[config.mk]
export PLATFORM = sky130hd
export DESIGN_NAME = igc_gate_ctrl
export DESIGN_NICKNAME = d
export VERILOG_FILES = /design/src/rtl/igc_pkg.sv /design/src/rtl/igc_drive_phase.sv /design/src/rtl/igc_gate_ctrl.sv /design/src/rtl/igc_sync.sv
export SDC_FILE = /design/constraint.sdc
export NUM_CORES = 1
export LEC_CHECK = 0
export ABC_AREA = 1
export ABC_CLOCK_PERIOD_IN_PS = 3700
export BUFFER_PORTS_ARGS = -buffer_cell sky130_fd_sc_hd__clkbuf_2
export CORE_MARGIN = 4
export CORE_UTILIZATION = 60
export CTS_BUF_LIST = sky130_fd_sc_hd__clkbuf_2 sky130_fd_sc_hd__clkbuf_4 sky130_fd_sc_hd__clkbuf_8
export DETAILED_ROUTE_END_ITERATION = 10
export GPL_ROUTABILITY_DRIVEN = 0
export PLACE_DENSITY = 0.83
export SLEW_MARGIN = 20
export SYNTH_ARGS = -nofsm -noshare
export SYNTH_HDL_FRONTEND = slang
export SYNTH_SLANG_ARGS = --single-unit
[constraint.sdc]
create_clock -name clk_i -period 3.7 [get_ports clk_i]
set_clock_uncertainty 0.15 [all_clocks]
set_input_delay 0.74 -clock clk_i [delete_from_list [all_inputs] [get_ports clk_i]]
set_output_delay 0.74 -clock clk_i [all_outputs]
set_load 0.005 [all_outputs]
[src/rtl/igc_pkg.sv]
// package: register map, field layout, timing and types of the gate enable control
package igc_pkg;
  localparam int          NUM_DRV       = 5;
  // driver index order inside every five-bit field
  localparam int          DRV_U         = 0;
  localparam int          DRV_V         = 1;
  localparam int          DRV_W         = 2;
  localparam int          DRV_BRG       = 3;
  localparam int          DRV_REV       = 4;
  // wishbone byte addresses
  localparam logic [7:0]  ADDR_CMD      = 8'h00;
  localparam logic [7:0]  ADDR_CFG      = 8'h04;
  localparam logic [7:0]  ADDR_STAT     = 8'h08;
  // command register fields
  localparam int          CMD_ON_LSB    = 0;
  localparam int          CMD_OFF_LSB   = 5;
  // configuration register fields
  localparam int          CFG_CP_EN     = 0;
  localparam int          CFG_DRAIN     = 1;
  localparam int          CFG_IDIS      = 2;
  localparam int          CFG_PULSE_LSB = 8;
  localparam int          PULSE_W       = 8;
  // status register fields
  localparam int          ST_FLAG_LSB   = 0;
  localparam int          ST_PEND       = 5;
  localparam int          ST_CP_RDY     = 6;
  localparam int          ST_CP_ON      = 7;
  localparam int          ST_UV         = 8;
  // timing
  localparam int          CLK_NS        = 100;
  localparam int          PULSE_DEF_NS  = 2000;
  localparam int          PULSE_DEF_CYC = (PULSE_DEF_NS + CLK_NS - 1) / CLK_NS;
  // reset values
  localparam logic        CP_EN_RST     = 1'b1;
  localparam logic        DRAIN_RST     = 1'b0;
  localparam logic        IDIS_RST      = 1'b0;

  typedef struct packed {
    logic [NUM_DRV-1:0] turn_off;
    logic [NUM_DRV-1:0] turn_on;
  } igc_cmd_t;

  typedef struct packed {
    logic               cp_en;
    logic               drain_cfg;
    logic               idis;
    logic [PULSE_W-1:0] pulse;
  } igc_cfg_t;

  typedef enum logic [1:0] {
    PH_OFF    = 2'b00,
    PH_CHARGE = 2'b01,
    PH_HOLD   = 2'b10
  } igc_phase_t;
endpackage : igc_pkg

[src/rtl/igc_drive_phase.sv]
// per-driver sequencer: charge pulse after a rising enable, then hold
module igc_drive_phase
  import igc_pkg::*;
#(
  parameter int PW = PULSE_W
) (
  input  wire logic          clk_i,
  input  wire logic          rst_i,
  input  wire logic          enable_i,
  input  wire logic [PW-1:0] pulse_len_i,
  output logic               charge_o,
  output logic               hold_o
);
  igc_phase_t    state_r;
  igc_phase_t    state_nxt;
  logic [PW-1:0] cnt_r;
  logic [PW-1:0] cnt_nxt;

  generate
    if (PW < 1) begin : g_chk
      $error("igc_drive_phase: pulse width must be at least one");
    end
  endgenerate

  always_comb begin
    state_nxt = state_r;
    cnt_nxt   = cnt_r;
    case (state_r)
      PH_OFF: begin
        if (enable_i) begin
          state_nxt = (pulse_len_i == '0) ? PH_HOLD : PH_CHARGE;
          cnt_nxt   = pulse_len_i;
        end
      end
      PH_CHARGE: begin
        cnt_nxt = cnt_r - 1'b1;
        if (cnt_r == PW'(1)) begin
          state_nxt = PH_HOLD;
        end
      end
      PH_HOLD: state_nxt = PH_HOLD;
      default: state_nxt = PH_OFF;
    endcase
    // sinking is immediate on a falling enable, no ramp
    if (!enable_i) begin
      state_nxt = PH_OFF;
      cnt_nxt   = '0;
    end
  end

  always_ff @(posedge clk_i) begin
    if (rst_i) begin
      state_r  <= PH_OFF;
      cnt_r    <= '0;
      charge_o <= 1'b0;
      hold_o   <= 1'b0;
    end else begin
      state_r  <= state_nxt;
      cnt_r    <= cnt_nxt;
      charge_o <= (state_nxt == PH_CHARGE);
      hold_o   <= (state_nxt == PH_HOLD);
    end
  end
endmodule // igc_drive_phase

[src/rtl/igc_gate_ctrl.sv]
// gate enable control for five isolator drivers with a wishbone register port
// Functional notes
// - writing zero to charge pump enable stops pump; enabled drivers flag undervoltage
// - sleep mode forces the charge pump off regardless of its enable bit
// - rising latched enable starts a charge pulse of programmed length, then hold
// - falling latched enable sinks the gate at once, no turn-off ramp
// - common-drain configuration inverts reverse driver output polarity
// - each of the five drivers keeps its own latched enable
// - reset clears all latched enables and all command bits
// - protection inputs clear latched enables independently of serial commands
// - turn-on one with turn-off zero sets the latched enable, gate high
// - turn-on zero with turn-off one clears the latched enable, gate low
// - equal turn-on and turn-off bits leave the driver unchanged
// - command bits self-clear after acting and always read zero
// - each driver's bit pair is evaluated independently in one word
// - serial disable acts without delay, except current-gated reverse disable
// - with current gating, reverse disable waits until sensed current passes threshold
// - latched enables are readable as per-driver state flags
// - all ten command bits sit in the first enable/disable register
// - gates stay off until the charge pump is ready
// - drain config bit one selects common drain; zero, the default, common source
//
// Our own choices: the Wishbone register port and the address map.
module igc_gate_ctrl
  import igc_pkg::*;
#(
  parameter int PW = PULSE_W
) (
  input  wire logic               clk_i,
  input  wire logic               rst_i,
  // wishbone classic slave
  input  wire logic               wb_cyc_i,
  input  wire logic               wb_stb_i,
  input  wire logic               wb_we_i,
  input  wire logic [7:0]         wb_adr_i,
  input  wire logic [3:0]         wb_sel_i,
  input  wire logic [31:0]        wb_dat_i,
  output logic      [31:0]        wb_dat_o,
  output logic                    wb_ack_o,
  // device-side inputs from outside this clock domain
  input  wire logic               sleep_i,
  input  wire logic               cp_ready_i,
  input  wire logic               neg_current_i,
  input  wire logic [NUM_DRV-1:0] protect_off_i,
  // driver control outputs
  output logic                    charge_pump_enable_o,
  output logic                    phase_u_gate_o,
  output logic                    phase_v_gate_o,
  output logic                    phase_w_gate_o,
  output logic                    bridge_gate_o,
  output logic                    reverse_gate_o,
  output logic      [NUM_DRV-1:0] charge_phase_o,
  output logic      [NUM_DRV-1:0] hold_phase_o,
  output logic      [NUM_DRV-1:0] gs_uv_fault_o
);
  generate
    if (PW < 1 || PW > PULSE_W) begin : g_chk
      $error("igc_gate_ctrl: pulse width out of range");
    end
  endgenerate

  // command field extraction, used only for command register write data
  function automatic igc_cmd_t cmd_of(input logic [31:0] d);
    igc_cmd_t c;
    c.turn_on  = d[CMD_ON_LSB +: NUM_DRV];
    c.turn_off = d[CMD_OFF_LSB +: NUM_DRV];
    return c;
  endfunction

  // ------------------------------------------------------------ synchronisers
  logic               sleep_s;
  logic               cp_ready_s;
  logic               neg_current_s;
  logic [NUM_DRV-1:0] protect_off_s;

  igc_sync #(
    .W (NUM_DRV + 3)
  ) u_sync (
    .clk_i (clk_i),
    .rst_i (rst_i),
    .d_i   ({protect_off_i, neg_current_i, cp_ready_i, sleep_i}),
    .q_o   ({protect_off_s, neg_current_s, cp_ready_s, sleep_s})
  );

  // ------------------------------------------------------------ bus decode
  logic        ack_r;
  logic [31:0] rdat_r;
  wire         bus_req  = wb_cyc_i && wb_stb_i && !ack_r;
  wire         bus_wr   = bus_req && wb_we_i;
  wire         hit_cmd  = (wb_adr_i == ADDR_CMD);
  wire         hit_cfg  = (wb_adr_i == ADDR_CFG);
  wire         hit_stat = (wb_adr_i == ADDR_STAT);
  // the ten command bits span byte lanes 0 and 1
  wire         cmd_wr   = bus_wr && hit_cmd && wb_sel_i[0] && wb_sel_i[1];
  wire         cfg_wr0  = bus_wr && hit_cfg && wb_sel_i[0];
  wire         cfg_wr1  = bus_wr && hit_cfg && wb_sel_i[1];

  // ------------------------------------------------------------ configuration
  igc_cfg_t cfg_r;

  always_ff @(posedge clk_i) begin
    if (rst_i) begin
      cfg_r.cp_en     <= CP_EN_RST;
      cfg_r.drain_cfg <= DRAIN_RST;
      cfg_r.idis      <= IDIS_RST;
      cfg_r.pulse     <= PULSE_W'(PW'(PULSE_DEF_CYC));
    end else begin
      if (cfg_wr0) begin
        cfg_r.cp_en     <= wb_dat_i[CFG_CP_EN];
        cfg_r.drain_cfg <= wb_dat_i[CFG_DRAIN];
        cfg_r.idis      <= wb_dat_i[CFG_IDIS];
      end
      if (cfg_wr1) begin
        cfg_r.pulse <= PULSE_W'(wb_dat_i[CFG_PULSE_LSB +: PW]);
      end
    end
  end

  // ------------------------------------------------------------ command evaluation
  // the command word acts only in its write cycle, so the bits never persist
  igc_cmd_t           cmd;
  logic [NUM_DRV-1:0] cmd_set;
  logic [NUM_DRV-1:0] cmd_clr;

  assign cmd     = cmd_wr ? cmd_of(wb_dat_i) : '0;
  // per-driver pair decode; equal bits give neither set nor clear
  assign cmd_set = cmd.turn_on & ~cmd.turn_off;
  assign cmd_clr = ~cmd.turn_on & cmd.turn_off;

  // ------------------------------------------------------------ latched enables
  logic [NUM_DRV-1:0] driver_latched_enable_r;
  logic [NUM_DRV-1:0] driver_latched_enable_nxt;
  logic               rev_pend_r;
  logic               rev_pend_nxt;
  logic               rev_gated;
  logic               rev_release;

  // reverse disable under current gating is deferred, not applied
  assign rev_gated   = cmd_clr[DRV_REV] && cfg_r.idis;
  // the gate releases once the sensed current passes the threshold,
  // or at once if gating has been switched off meanwhile; a turn-on in the
  // same cycle wins, so a fresh enable is never lost to the release
  assign rev_release = rev_pend_r && !cmd_set[DRV_REV]
                       && (neg_current_s || !cfg_r.idis);

  always_comb begin
    driver_latched_enable_nxt = driver_latched_enable_r;
    rev_pend_nxt              = rev_pend_r;
    for (int i = 0; i < NUM_DRV; i++) begin
      if (cmd_set[i]) begin
        driver_latched_enable_nxt[i] = 1'b1;
      end
      if (cmd_clr[i] && !(i == DRV_REV && cfg_r.idis)) begin
        driver_latched_enable_nxt[i] = 1'b0;
      end
    end
    if (rev_gated && driver_latched_enable_r[DRV_REV]) begin
      rev_pend_nxt = 1'b1;
    end
    if (rev_release) begin
      driver_latched_enable_nxt[DRV_REV] = 1'b0;
      rev_pend_nxt                       = 1'b0;
    end
    if (cmd_set[DRV_REV]) begin
      rev_pend_nxt = 1'b0;
    end
    // protection clears every affected enable whatever the command says
    for (int i = 0; i < NUM_DRV; i++) begin
      if (protect_off_s[i]) begin
        driver_latched_enable_nxt[i] = 1'b0;
      end
    end
    if (protect_off_s[DRV_REV]) begin
      rev_pend_nxt = 1'b0;
    end
  end

  always_ff @(posedge clk_i) begin
    if (rst_i) begin
      driver_latched_enable_r <= '0;
      rev_pend_r              <= 1'b0;
    end else begin
      driver_latched_enable_r <= driver_latched_enable_nxt;
      rev_pend_r              <= rev_pend_nxt;
    end
  end

  // ------------------------------------------------------------ charge pump
  wire pump_on = cfg_r.cp_en && !sleep_s;

  // ------------------------------------------------------------ drive phases
  // output stage is live only with the pump on and its voltage ready
  logic [NUM_DRV-1:0] drive_en;
  logic [NUM_DRV-1:0] charge_ph;
  logic [NUM_DRV-1:0] hold_ph;

  assign drive_en = driver_latched_enable_r & {NUM_DRV{cp_ready_s && pump_on}};

  for (genvar g = 0; g < NUM_DRV; g++) begin : g_drv
    igc_drive_phase #(
      .PW (PW)
    ) u_phase (
      .clk_i       (clk_i),
      .rst_i       (rst_i),
      .enable_i    (drive_en[g]),
      .pulse_len_i (cfg_r.pulse[PW-1:0]),
      .charge_o    (charge_ph[g]),
      .hold_o      (hold_ph[g])
    );
  end

  // ------------------------------------------------------------ output registers
  wire rev_level = drive_en[DRV_REV] ^ cfg_r.drain_cfg;
  wire [NUM_DRV-1:0] uv_now = driver_latched_enable_r & {NUM_DRV{!pump_on}};

  always_ff @(posedge clk_i) begin
    if (rst_i) begin
      charge_pump_enable_o <= 1'b0;
      phase_u_gate_o       <= 1'b0;
      phase_v_gate_o       <= 1'b0;
      phase_w_gate_o       <= 1'b0;
      bridge_gate_o        <= 1'b0;
      reverse_gate_o       <= 1'b0;
      charge_phase_o       <= '0;
      hold_phase_o         <= '0;
      gs_uv_fault_o        <= '0;
    end else begin
      charge_pump_enable_o <= pump_on;
      phase_u_gate_o       <= drive_en[DRV_U];
      phase_v_gate_o       <= drive_en[DRV_V];
      phase_w_gate_o       <= drive_en[DRV_W];
      bridge_gate_o        <= drive_en[DRV_BRG];
      reverse_gate_o       <= rev_level;
      charge_phase_o       <= charge_ph;
      hold_phase_o         <= hold_ph;
      gs_uv_fault_o        <= uv_now;
    end
  end

  // ------------------------------------------------------------ read mux
  logic [31:0] rd_cfg;
  logic [31:0] rd_stat;
  logic [31:0] rd_mux;

  always_comb begin
    rd_cfg                           = '0;
    rd_cfg[CFG_CP_EN]                = cfg_r.cp_en;
    rd_cfg[CFG_DRAIN]                = cfg_r.drain_cfg;
    rd_cfg[CFG_IDIS]                 = cfg_r.idis;
    rd_cfg[CFG_PULSE_LSB +: PW]      = cfg_r.pulse[PW-1:0];
    rd_stat                          = '0;
    rd_stat[ST_FLAG_LSB +: NUM_DRV]  = driver_latched_enable_r;
    rd_stat[ST_PEND]                 = rev_pend_r;
    rd_stat[ST_CP_RDY]               = cp_ready_s;
    rd_stat[ST_CP_ON]                = pump_on;
    rd_stat[ST_UV +: NUM_DRV]        = uv_now;
  end

  // command register always reads zero; unmapped addresses read zero
  assign rd_mux = hit_cfg  ? rd_cfg  :
                  hit_stat ? rd_stat : 32'h0000_0000;

  always_ff @(posedge clk_i) begin
    if (rst_i) begin
      ack_r  <= 1'b0;
      rdat_r <= '0;
    end else begin
      ack_r  <= bus_req;
      if (bus_req && !wb_we_i) begin
        rdat_r <= rd_mux;
      end
    end
  end

  assign wb_ack_o = ack_r;
  assign wb_dat_o = rdat_r;
endmodule // igc_gate_ctrl

[src/rtl/igc_sync.sv]
// two flip-flop synchroniser for a group of level inputs
module igc_sync #(
  parameter int W = 1
) (
  input  wire logic         clk_i,
  input  wire logic         rst_i,
  input  wire logic [W-1:0] d_i,
  output logic      [W-1:0] q_o
);
  logic [W-1:0] meta_r;

  generate
    if (W < 1) begin : g_chk
      $error("igc_sync: width must be at least one");
    end
  endgenerate

  always_ff @(posedge clk_i) begin
    if (rst_i) begin
      meta_r <= '0;
      q_o    <= '0;
    end else begin
      meta_r <= d_i;
      q_o    <= meta_r;
    end
  end
endmodule // igc_sync

==> results.py, run 1 <==
metrics = {
    "min_path": {
        "holdCritPathClass": "flop to flop",
    },
    "worst_setup_path": {
        "required_ps": 3920,
        "r2r_slack_ps": 1850,
        "critPathBufInv": 1,
        "cp-end-kind": "flop",
        "crit_path_frequent_cell": "nor2_1",
        "max_stage_delay_ps": 570,
        "crit_fanout": 11,
        "arrival_ps": 2150,
        "cpMaxStageDelayCell": "nor2_1",
        "cp_top_family": "simple AND/OR/NAND/NOR gates",
        "critPathKind": "input port to flop",
        "cp_cell_sequence": "clkbuf_2 > nor2_1 > nand2_2 > nor2_1 > nand3_1 > nand2_1 > nand3_1 > nor2_1",
        "cp-start-kind": "input port",
    },
    "power_and_ir_drop": {
        "ir_drop_v": 0.000257,
        "p_sw_uw": 621,
        "clkPwrFrac_pct": 44.2,
        "pwr-share-seq_pct": 52.7,
        "sw_frac_of_total_pct": 23.0,
        "p_leak_nw": 3.20,
        "power_density_mw_per_mm2": 394,
        "combPwrFrac_pct": 3.1,
        "internal_power_mw": 2.08,
    },
    "cells_and_area": {
        "multi_input_area_mm2": 0.00274,
        "synthToLayoutAreaGrowth_pct": 12.0,
        "antennaDiodeCount": 0,
        "final_area_mm2": 0.00685,
        "ff_latch_area_mm2": 0.00262,
        "layout_common_cells": "nand2_1, inv_1, dfxtp_1",
        "layout-drive-gt1-share_pct": 13.9,
        "fillers": 840,
        "final_nets": 982,
        "final_common_cell": "nand2_1",
    },
    "flow_run": {
        "max_cap_violations": 0,
    },
    "synthesis": {
        "synth_cell_types": 33,
        "synth_seq_cells": 131,
        "syn_area_mm2": 0.00611,
        "postSynthAreaPerCell_um2": 7.24,
        "synth_top_area_share_pct": 42.9,
        "yosysWarnings": 0,
        "yosysTopAreaCell": "dfxtp_1",
        "synth_area_leaders": "dfxtp_1, nand2_1, inv_1, nor2_1, a21oi_1",
        "syn_inst": 845,
        "ys_seq_area_share_pct": 42.9,
    },
    "detailed_routing": {
        "wl_mm": 14.0,
        "wl_per_cell_um": 13.2,
        "detail-route-antenna-nets": 0,
        "drc": 0,
        "dr.pass1.iters": 5,
        "num_vias": 5385,
        "vias_per_cell": 5.08,
        "drt_iter0_markers": 362,
    },
    "global_route": {
        "grt_overflow": 0,
        "grt_max_degree": 67,
        "gr-usage-all-layers_pct": 24.7,
        "grt_pass1_vias": 5005,
        "grt_first_pass_wirelength_mm": 23.2,
        "antenna_found_initial": 0,
    },
    "clocking": {
        "clock-root-buffer": "clkbuf_8",
        "ctsResizeCount": 0,
        "cts-htree-levels": 4,
        "ctsLongestPathBuffers": 2,
        "clkSinkCount": 131,
        "cts_tree": "yes",
        "postCtsSetupBuffers": 0,
        "clk_latency_ps": 430,
        "cts_buffers": 17,
        "clkTransAtPathRegs_ps": 80,
        "postCtsHoldBufs": 0,
    },
    "place": {
        "post_dp_cell_area_mm2": 0.00645,
        "dp_hpwl_mm": 9.62,
        "numPortBuffers": 76,
    },
    "die": {
        "top_level_ports": 111,
        "die_height_um": 109,
        "rows": 36,
        "core_area_mm2": 0.00986,
        "initial_utilization_pct": 62.0,
        "fp.dieW_um": 109,
        "die_area_mm2": 0.0119,
    },
    "sta": {
        "worst_pin_slew_ps": 718,
        "slew-limit-headroom_pct": 52.1,
        "maxSlewViolCount": 0,
        "finalHoldViolations": 0,
        "final.min_clock_period_ps": 1930,
        "finalSetupViolCount": 0,
        "max_freq_mhz": 518,
        "rsz0062_at_grt": "no",
        "tns_ps": 0,
        "period_share_pct": 52.2,
    },
    "outcome": {
        "status": "finished, final reports clean",
    },
}
[logic make-up after synthesis]
logic type | after synthesis | share of synthesized area [%]
compound gates | 119 | 11.4
xor+xnor | 16 | 2.29
fa+ha+maj | 10 | 2.05
buf+inv | 183 | 13.2
flops | 131 | 42.9
other cells | 1 | 0.0613
simple gates | 385 | 28.1
[metal layers]
layer  vias to the layer above  GRT usage [%]  wire (um)
met5                         -              0          0
met1                      2411           32.9       6170
li1                       2777              -          -
met2                       166           39.5       6520
met3                        31           5.68       1010
met4                         0           8.66        289
[synthesized netlist by cell type]
| cell | instances |
|---|---|
| a21oi_1 | 58 |
| a22oi_1 | 30 |
| a31oi_1 | 2 |
| buf_2 | 14 |
| buf_4 | 24 |
| buf_6 | 2 |
| clkbuf_1 | 2 |
| clkinv_1 | 1 |
| conb_1 | 1 |
| dfxtp_1 | 131 |
| ha_1 | 10 |
| inv_1 | 139 |
| inv_2 | 1 |
| nand2_1 | 161 |
| nand2_2 | 2 |
| nand2_4 | 1 |
| nand3_1 | 55 |
| nand3_2 | 3 |
| nand3_4 | 2 |
| nand3b_1 | 4 |
| nand4_1 | 7 |
| nor2_1 | 119 |
| nor2_2 | 3 |
| nor2_4 | 3 |
| nor2_8 | 1 |
| nor3_1 | 21 |
| nor3_4 | 3 |
| o21ai_0 | 10 |
| o21ai_1 | 10 |
| o21bai_1 | 1 |
| o221ai_1 | 5 |
| o22ai_1 | 3 |
| xor2_1 | 16 |
[cell type report]
type,instances,share of cell area (%)
Multi-Input combinational cell,546,40.0
Sequential cell,131,38.3
Inverter,141,7.73
Timing Repair Buffer,78,5.77
Clock buffer,20,3.84
Tap cell,133,2.43
Clock inverter,12,1.94
[power by group through the flow]
| stage | combinational (mW) | clock [mW] | sequential (mW) |
|---|---|---|---|
| after floorplan | 0.0588 | 0 | 1.45 |
| after global placement | 0.0805 | 0 | 1.45 |
| after detailed placement | 0.0819 | 0 | 1.45 |
| after CTS | 0.0827 | 1.20 | 1.42 |
| after global routing | 0.0943 | 1.26 | 1.42 |
| final | 0.0831 | 1.19 | 1.42 |
[state kept, by name, indices dropped and copies added, names as in the netlist]
register	cells
g_drv.u_phase.state_r	10
hold_phase_o	5
charge_phase_o	5
bridge_gate_o	1
u_sync.meta_r	8
rev_pend_r	1
wb_ack_o	1
reverse_gate_o	1
phase_w_gate_o	1
cfg_r	11
g_drv.u_phase.cnt_r	40
u_sync.q_o	8
wb_dat_o	16
g_drv.u_phase.hold_o	5
phase_v_gate_o	1
gs_uv_fault_o	5
phase_u_gate_o	1
charge_pump_enable_o	1
g_drv.u_phase.charge_o	5
driver_latched_enable_r	5
[final timing paths]
| path | start | endpoint | depth (start not counted) |
|---|---|---|---|
| min reg2reg | g_drv[0].u_phase.hold_o$_SDFF_PP0_ | hold_phase_o[0]$_SDFF_PP0_ | 2 |
| max | wb_adr_i[7] | driver_latched_enable_r[4]$_SDFFE_PP0P_ | 8 |
| max reg2reg | cfg_r[10]$_SDFFE_PP1P_ | g_drv[3].u_phase.charge_o$_SDFF_PP0_ | 6 |
| min | g_drv[0].u_phase.hold_o$_SDFF_PP0_ | hold_phase_o[0]$_SDFF_PP0_ | 2 |
[stage by stage]
step	total power, mW	instances	hold WS (ps)	utilization (%)	setup WS [ps]
global route	2.77	1061	264	69.4	1650
detailed placement	1.54	1029	242	65.4	1350
global placement	1.53	1029	239	65.4	1390
floorplan	1.51	860	238	-	1900
CTS	2.71	1061	252	69.4	1800
finish	2.70	1061	251	69.4	1770
[worst register-to-register path, stage by stage, from the launching register on]
cell and delay [ps]:
dfxtp_1 370, inv_1 90, nor2_4 300, nand2_4 220, nor3_4 250, inv_1 200, a21oi_1 190
Note: power is estimated with default switching activity, not from simulation.
==> run 2, diff against run 1 <==
ABC_CLOCK_PERIOD_IN_PS = 1800   (was 3700)
CORE_UTILIZATION = 58   (was 60)
PLACE_DENSITY = 0.81   (was 0.83)
clock period = 1.8 ns   (was 3.7 ns; I/O delays follow)
==> results.py, run 2 (synthesized netlist as in run 1, its figures left out) <==
metrics = {
    "outcome": {
        "status": "finished, final reports clean",
    },
    "place": {
        "numPortBuffers": 76,
        "post_dp_cell_area_mm2": 0.00665,
        "placedCellCount": 1053,
        "dp_hpwl_mm": 10.1,
        "pre_cts_slack_ps": 144,
    },
    "cells_and_area": {
        "top_register": "g_drv.u_phase.cnt_r",
        "stdcell_count": 1096,
        "final_common_cell": "nand2_1",
        "antennaDiodeCount": 0,
        "largest_reg_flops": 40,
        "final_area_mm2": 0.00721,
        "layout_common_cells": "nand2_1, inv_1, dfxtp_1",
        "final_nets": 1015,
        "synthToLayoutAreaGrowth_pct": 17.8,
        "layout-drive-gt1-share_pct": 15.6,
    },
    "worst_setup_path": {
        "cp-end-kind": "flop",
        "crit_fanout": 10,
        "cp-start-kind": "flop",
        "arrival_ps": 1830,
        "critPathKind": "flop to flop",
        "required_ps": 2020,
    },
    "global_route": {
        "grt_first_pass_wirelength_mm": 24.6,
        "gr-usage-all-layers_pct": 24.6,
        "grt_pass1_vias": 5295,
        "antenna_found_initial": 0,
        "grt_overflow": 0,
        "grt_max_degree": 48,
    },
    "sta": {
        "postLayoutSetupSlackWorst_ps": 183,
        "slew-limit-headroom_pct": 56.8,
        "maxSlewViolCount": 0,
        "period_share_pct": 89.8,
        "worst_pin_slew_ps": 646,
        "max_freq_mhz": 618,
        "finalSetupViolCount": 0,
        "rsz0062_at_grt": "no",
        "final.min_clock_period_ps": 1620,
        "tns_ps": 0,
        "holdWs_ps": 36.3,
        "finalHoldViolations": 0,
    },
    "die": {
        "rows": 37,
        "top_level_ports": 111,
        "fp.dieW_um": 111,
        "initial_utilization_pct": 59.5,
        "die_area_mm2": 0.0122,
        "core_area_mm2": 0.0103,
        "die_height_um": 111,
    },
    "detailed_routing": {
        "drc": 0,
        "drt_iter0_markers": 465,
        "wl_mm": 14.9,
        "vias_per_cell": 5.15,
        "detail-route-antenna-nets": 0,
        "dr.pass1.iters": 6,
        "wl_per_cell_um": 13.6,
        "num_vias": 5642,
    },
    "min_path": {
        "holdCritPathClass": "input port to flop",
    },
    "clocking": {
        "postCtsSetupBuffers": 0,
        "clkSinkCount": 131,
        "ctsLongestPathBuffers": 2,
        "clk_latency_ps": 450,
        "cts_tree": "yes",
        "clkTransAtPathRegs_ps": 70,
        "cts_buffers": 17,
        "clock-root-buffer": "clkbuf_8",
        "cts-htree-levels": 4,
    },
    "power_and_ir_drop": {
        "p_leak_nw": 3.40,
        "ir_drop_v": 0.000908,
        "power_density_mw_per_mm2": 811,
    },
    "flow_run": {
        "max_cap_violations": 0,
    },
}
## run 2: metal layers
metal	track usage [%]	wire [um]
met1	29.6	6180
met2	42.8	7260
met3	6.00	1100
met4	8.78	344
met5	0	0
## run 2: final timing paths
path	from	endpoint	slack, ps	cells after the start
min reg2reg	g_drv[0].u_phase.charge_o$_SDFF_PP0_	charge_phase_o[0]$_SDFF_PP0_	260	2
max reg2reg	g_drv[0].u_phase.state_r[1]$_SDFF_PP0_	g_drv[0].u_phase.state_r[1]$_SDFF_PP0_	180	6
max	g_drv[0].u_phase.state_r[1]$_SDFF_PP0_	g_drv[0].u_phase.state_r[1]$_SDFF_PP0_	180	6
min	wb_dat_i[2]	driver_latched_enable_r[2]$_SDFFE_PP0P_	40	3
## run 2: final cells by class
cell class | count | area, um2
fillers | 859 | 3070
multi-input cells | 546 | 2740
flip-flops and latches | 131 | 2620
repair buffers | 111 | 711
inverters | 141 | 529
clock buffers | 21 | 277
well taps | 136 | 170
clock inverters | 10 | 156
## run 2: power by group
part	total, mW	leakage [nW]	switching (mW)	internal (mW)
Combinational	0.208	2.12	0.124	0.0842
Sequential	2.92	1.06	0.00659	2.92
Clock	2.71	0.222	1.11	1.60
## run 2: worst max-delay path, stage by stage, from the launching register on
cell	delay (ps)
dfxtp_1	530
inv_1	120
nand2_1	110
inv_1	130
o21ai_1	200
nand2_1	120
nor3_1	170
## run 2: timing repair
action                                  4_1_cts  5_1_grt
gates resized for setup                       0        1
endpoints found under the setup margin        0        2
hold endpoints to repair                     12        0
hold buffers                                 12        0
## run 2: metrics by stage
step	total power, mW	utilization [%]
floorplan	3.11	-
global placement	3.17	64.7
detailed placement	3.17	64.7
CTS	5.85	70.1
global route	6.02	70.1
finish	5.84	70.1
==> run 3, diff against run 2 <==
ABC_AREA = 0   (was 1)
ABC_CLOCK_PERIOD_IN_PS = 1500   (was 1800)
CORE_UTILIZATION = 57   (was 58)
MAX_ROUTING_LAYER = met4   (was default)
PLACE_DENSITY = 0.8   (was 0.81)
clock period = 1.5 ns   (was 1.8 ns; I/O delays follow)
==> results.py, run 3 <==
metrics = {
    "global_route": {
        "grtUsageMet2_pct": 49.6,
        "grt_max_degree": 30,
        "grt_overflow": 0,
        "grt_busiest_layer": "met2",
        "gr-usage-all-layers_pct": 29.8,
        "use_met3_pct": 7.70,
        "antenna_found_initial": 0,
        "grtUsageMet1_pct": 33.3,
        "grt_first_pass_wirelength_mm": 26.6,
        "grt_pass1_vias": 5570,
    },
    "worst_setup_path": {
        "critPathKind": "input port to flop",
        "cp-end-kind": "flop",
        "critPathBufInv": 1,
        "arrival_ps": 2010,
        "crit_path_frequent_cell": "or4_4",
        "max_stage_delay_ps": 640,
        "cp_cell_sequence": "clkbuf_2 > or4_4 > or4_4 > nor4b_4 > a211oi_2",
        "cp_top_family": "simple AND/OR/NAND/NOR gates",
        "cpMaxStageDelayCell": "or4_4",
        "crit_fanout": 8,
        "cp-start-kind": "input port",
        "required_ps": 1640,
    },
    "detailed_routing": {
        "detail-route-antenna-nets": 0,
        "drc": 0,
        "num_vias": 6022,
        "vias_per_cell": 6.15,
        "wl_per_cell_um": 20.0,
        "drt_iter0_markers": 506,
        "wl_mm": 19.6,
        "dr.pass1.iters": 7,
    },
    "power_and_ir_drop": {
        "power_density_mw_per_mm2": 875,
        "ir_drop_v": 0.00114,
        "p_leak_nw": 3.44,
        "total_power_mw": 7.18,
    },
    "sta": {
        "maxSlewViolCount": 0,
        "finalHoldViolations": 0,
        "period_share_pct": 124,
        "rsz0062_at_grt": "yes",
        "max_freq_mhz": 536,
        "slew-limit-headroom_pct": 66.2,
        "worst_pin_slew_ps": 505,
        "postLayoutSetupSlackWorst_ps": -364,
        "final.min_clock_period_ps": 1860,
        "finalSetupViolCount": 57,
    },
    "synthesis": {
        "synth_top_area_share_pct": 46.0,
        "synth_ff_type": "dfxtp_1",
        "synth_area_leaders": "dfxtp_1, nor2b_1, nor2_1, a21oi_1, o21ai_0",
        "synth_cell_types": 66,
        "postSynthAreaPerCell_um2": 8.86,
        "synth_seq_cells": 131,
        "syn_area_mm2": 0.00570,
        "yosysTopAreaCell": "dfxtp_1",
        "synth_enable_flop_cells": 0,
        "syn_inst": 643,
        "yosysWarnings": 0,
        "synthArstFlopShare_pct": 0,
        "ys_seq_area_share_pct": 46.0,
        "yosysMostFrequentCell": "dfxtp_1",
        "synth_common_cells": "dfxtp_1, nor2_1, nor2b_1, a21oi_1, clkbuf_1",
    },
    "die": {
        "die_height_um": 108,
        "initial_utilization_pct": 58.3,
        "die_area_mm2": 0.0117,
        "core_area_mm2": 0.00977,
        "top_level_ports": 111,
        "fp.dieW_um": 108,
        "rows": 36,
    },
    "clocking": {
        "ctsLongestPathBuffers": 2,
        "cts_buffers": 17,
        "cts-htree-levels": 4,
        "clkTransAtPathRegs_ps": 70,
        "clkSinkCount": 131,
        "clk_latency_ps": 440,
        "cts_tree": "yes",
        "clock-root-buffer": "clkbuf_8",
    },
    "flow_run": {
        "max_cap_violations": 0,
    },
    "cells_and_area": {
        "ff_latch_area_mm2": 0.00266,
        "antennaDiodeCount": 0,
        "largest_reg_flops": 40,
        "top_register": "g_drv.u_phase.cnt_r",
        "final_nets": 901,
        "final_common_cell": "dfxtp_1",
        "final_area_mm2": 0.00820,
        "utilization_pct": 83.9,
        "layout-drive-gt1-share_pct": 40.8,
        "layout_common_cells": "dfxtp_1, buf_4, clkbuf_2",
        "synthToLayoutAreaGrowth_pct": 44.0,
        "multi_input_area_mm2": 0.00333,
        "fillers": 473,
    },
    "min_path": {
        "holdCritPathClass": "input port to flop",
    },
    "place": {
        "pre_cts_slack_ps": -632,
        "numPortBuffers": 76,
        "dp_hpwl_mm": 10.9,
        "post_dp_cell_area_mm2": 0.00687,
    },
    "outcome": {
        "violations": "negative setup slack",
        "status": "complete, but fails checks",
    },
}
## run 3: path summary, 6_finish.rpt
kind / slack [ps] / from / cells after the start / end
setup / recovery: -360 / wb_adr_i[4] / 5 / driver_latched_enable_r[4]$_SDFFE_PP0P_
hold / removal: 60 / wb_dat_i[8] / 3 / cfg_r[0]$_SDFFE_PP0P_
setup reg to reg: -330 / wb_ack_o$_SDFF_PP0_ / 4 / driver_latched_enable_r[4]$_SDFFE_PP0P_
hold reg to reg: 240 / u_sync.q_o[4]$_SDFF_PP0_ / 1 / driver_latched_enable_r[1]$_SDFFE_PP0P_
## run 3: kinds of logic after synthesis
logic type	count (synthesis)	share of synthesized area [%]
adder cells (fa/ha/maj)	10	2.20
AO/OA/AOI/OAI	155	18.4
flip-flops	131	46.0
XOR/XNOR	1	0.154
multiplexers	15	2.66
buffers and inverters	82	6.48
other	1	0.0658
AND/OR/NAND/NOR	248	24.0
## run 3: what timing repair did
item                                    CTS  global route
endpoints found under the hold margin    18             0
gates cloned                              0             0
endpoints found under the setup margin   62            85
hold buffers                             18             0
pin swaps                                23            43
setup buffers                             4            12
gates resized for setup                  46           104
## run 3: area by class of cell
class,count,share of cell area (%)
clock buffer,20,3.28
clock inverter,11,2.23
sequential,131,32.4
inverter,31,1.56
timing repair buffer,208,18.0
multi-input combinational,445,40.6
tap,133,2.03
## run 3: worst reg2reg max path, delay by kind of cell (launching register included)
kind,cells,cell delay [ps]
flip-flops,1,330
AND/OR/NAND/NOR,3,1110
AO/OA/AOI/OAI,1,100
## run 3: where the power goes
part	internal (mW)	switching, mW	leakage [nW]
sequential	3.49	0.00862	1.07
clock	2.06	1.35	0.232
combinational	0.134	0.137	2.14
## run 3: metrics by stage
step / TNS, ps / hold slack, ps / instances
after global routing: -11970 / 44.6 / 979
after detailed placement: -17450 / 229 / 915
after CTS: -3590 / 24.4 / 968
after global placement: -15010 / 230 / 915
final: -9030 / 56.1 / 979
after floorplan: -13050 / 220 / 658
## run 3: routing by layer
layer  up-vias  wire length, um
met5         -                0
met4         0             1350
met2       401             9580
met3       150             1630
met1      2830             7000
li1       2641                -
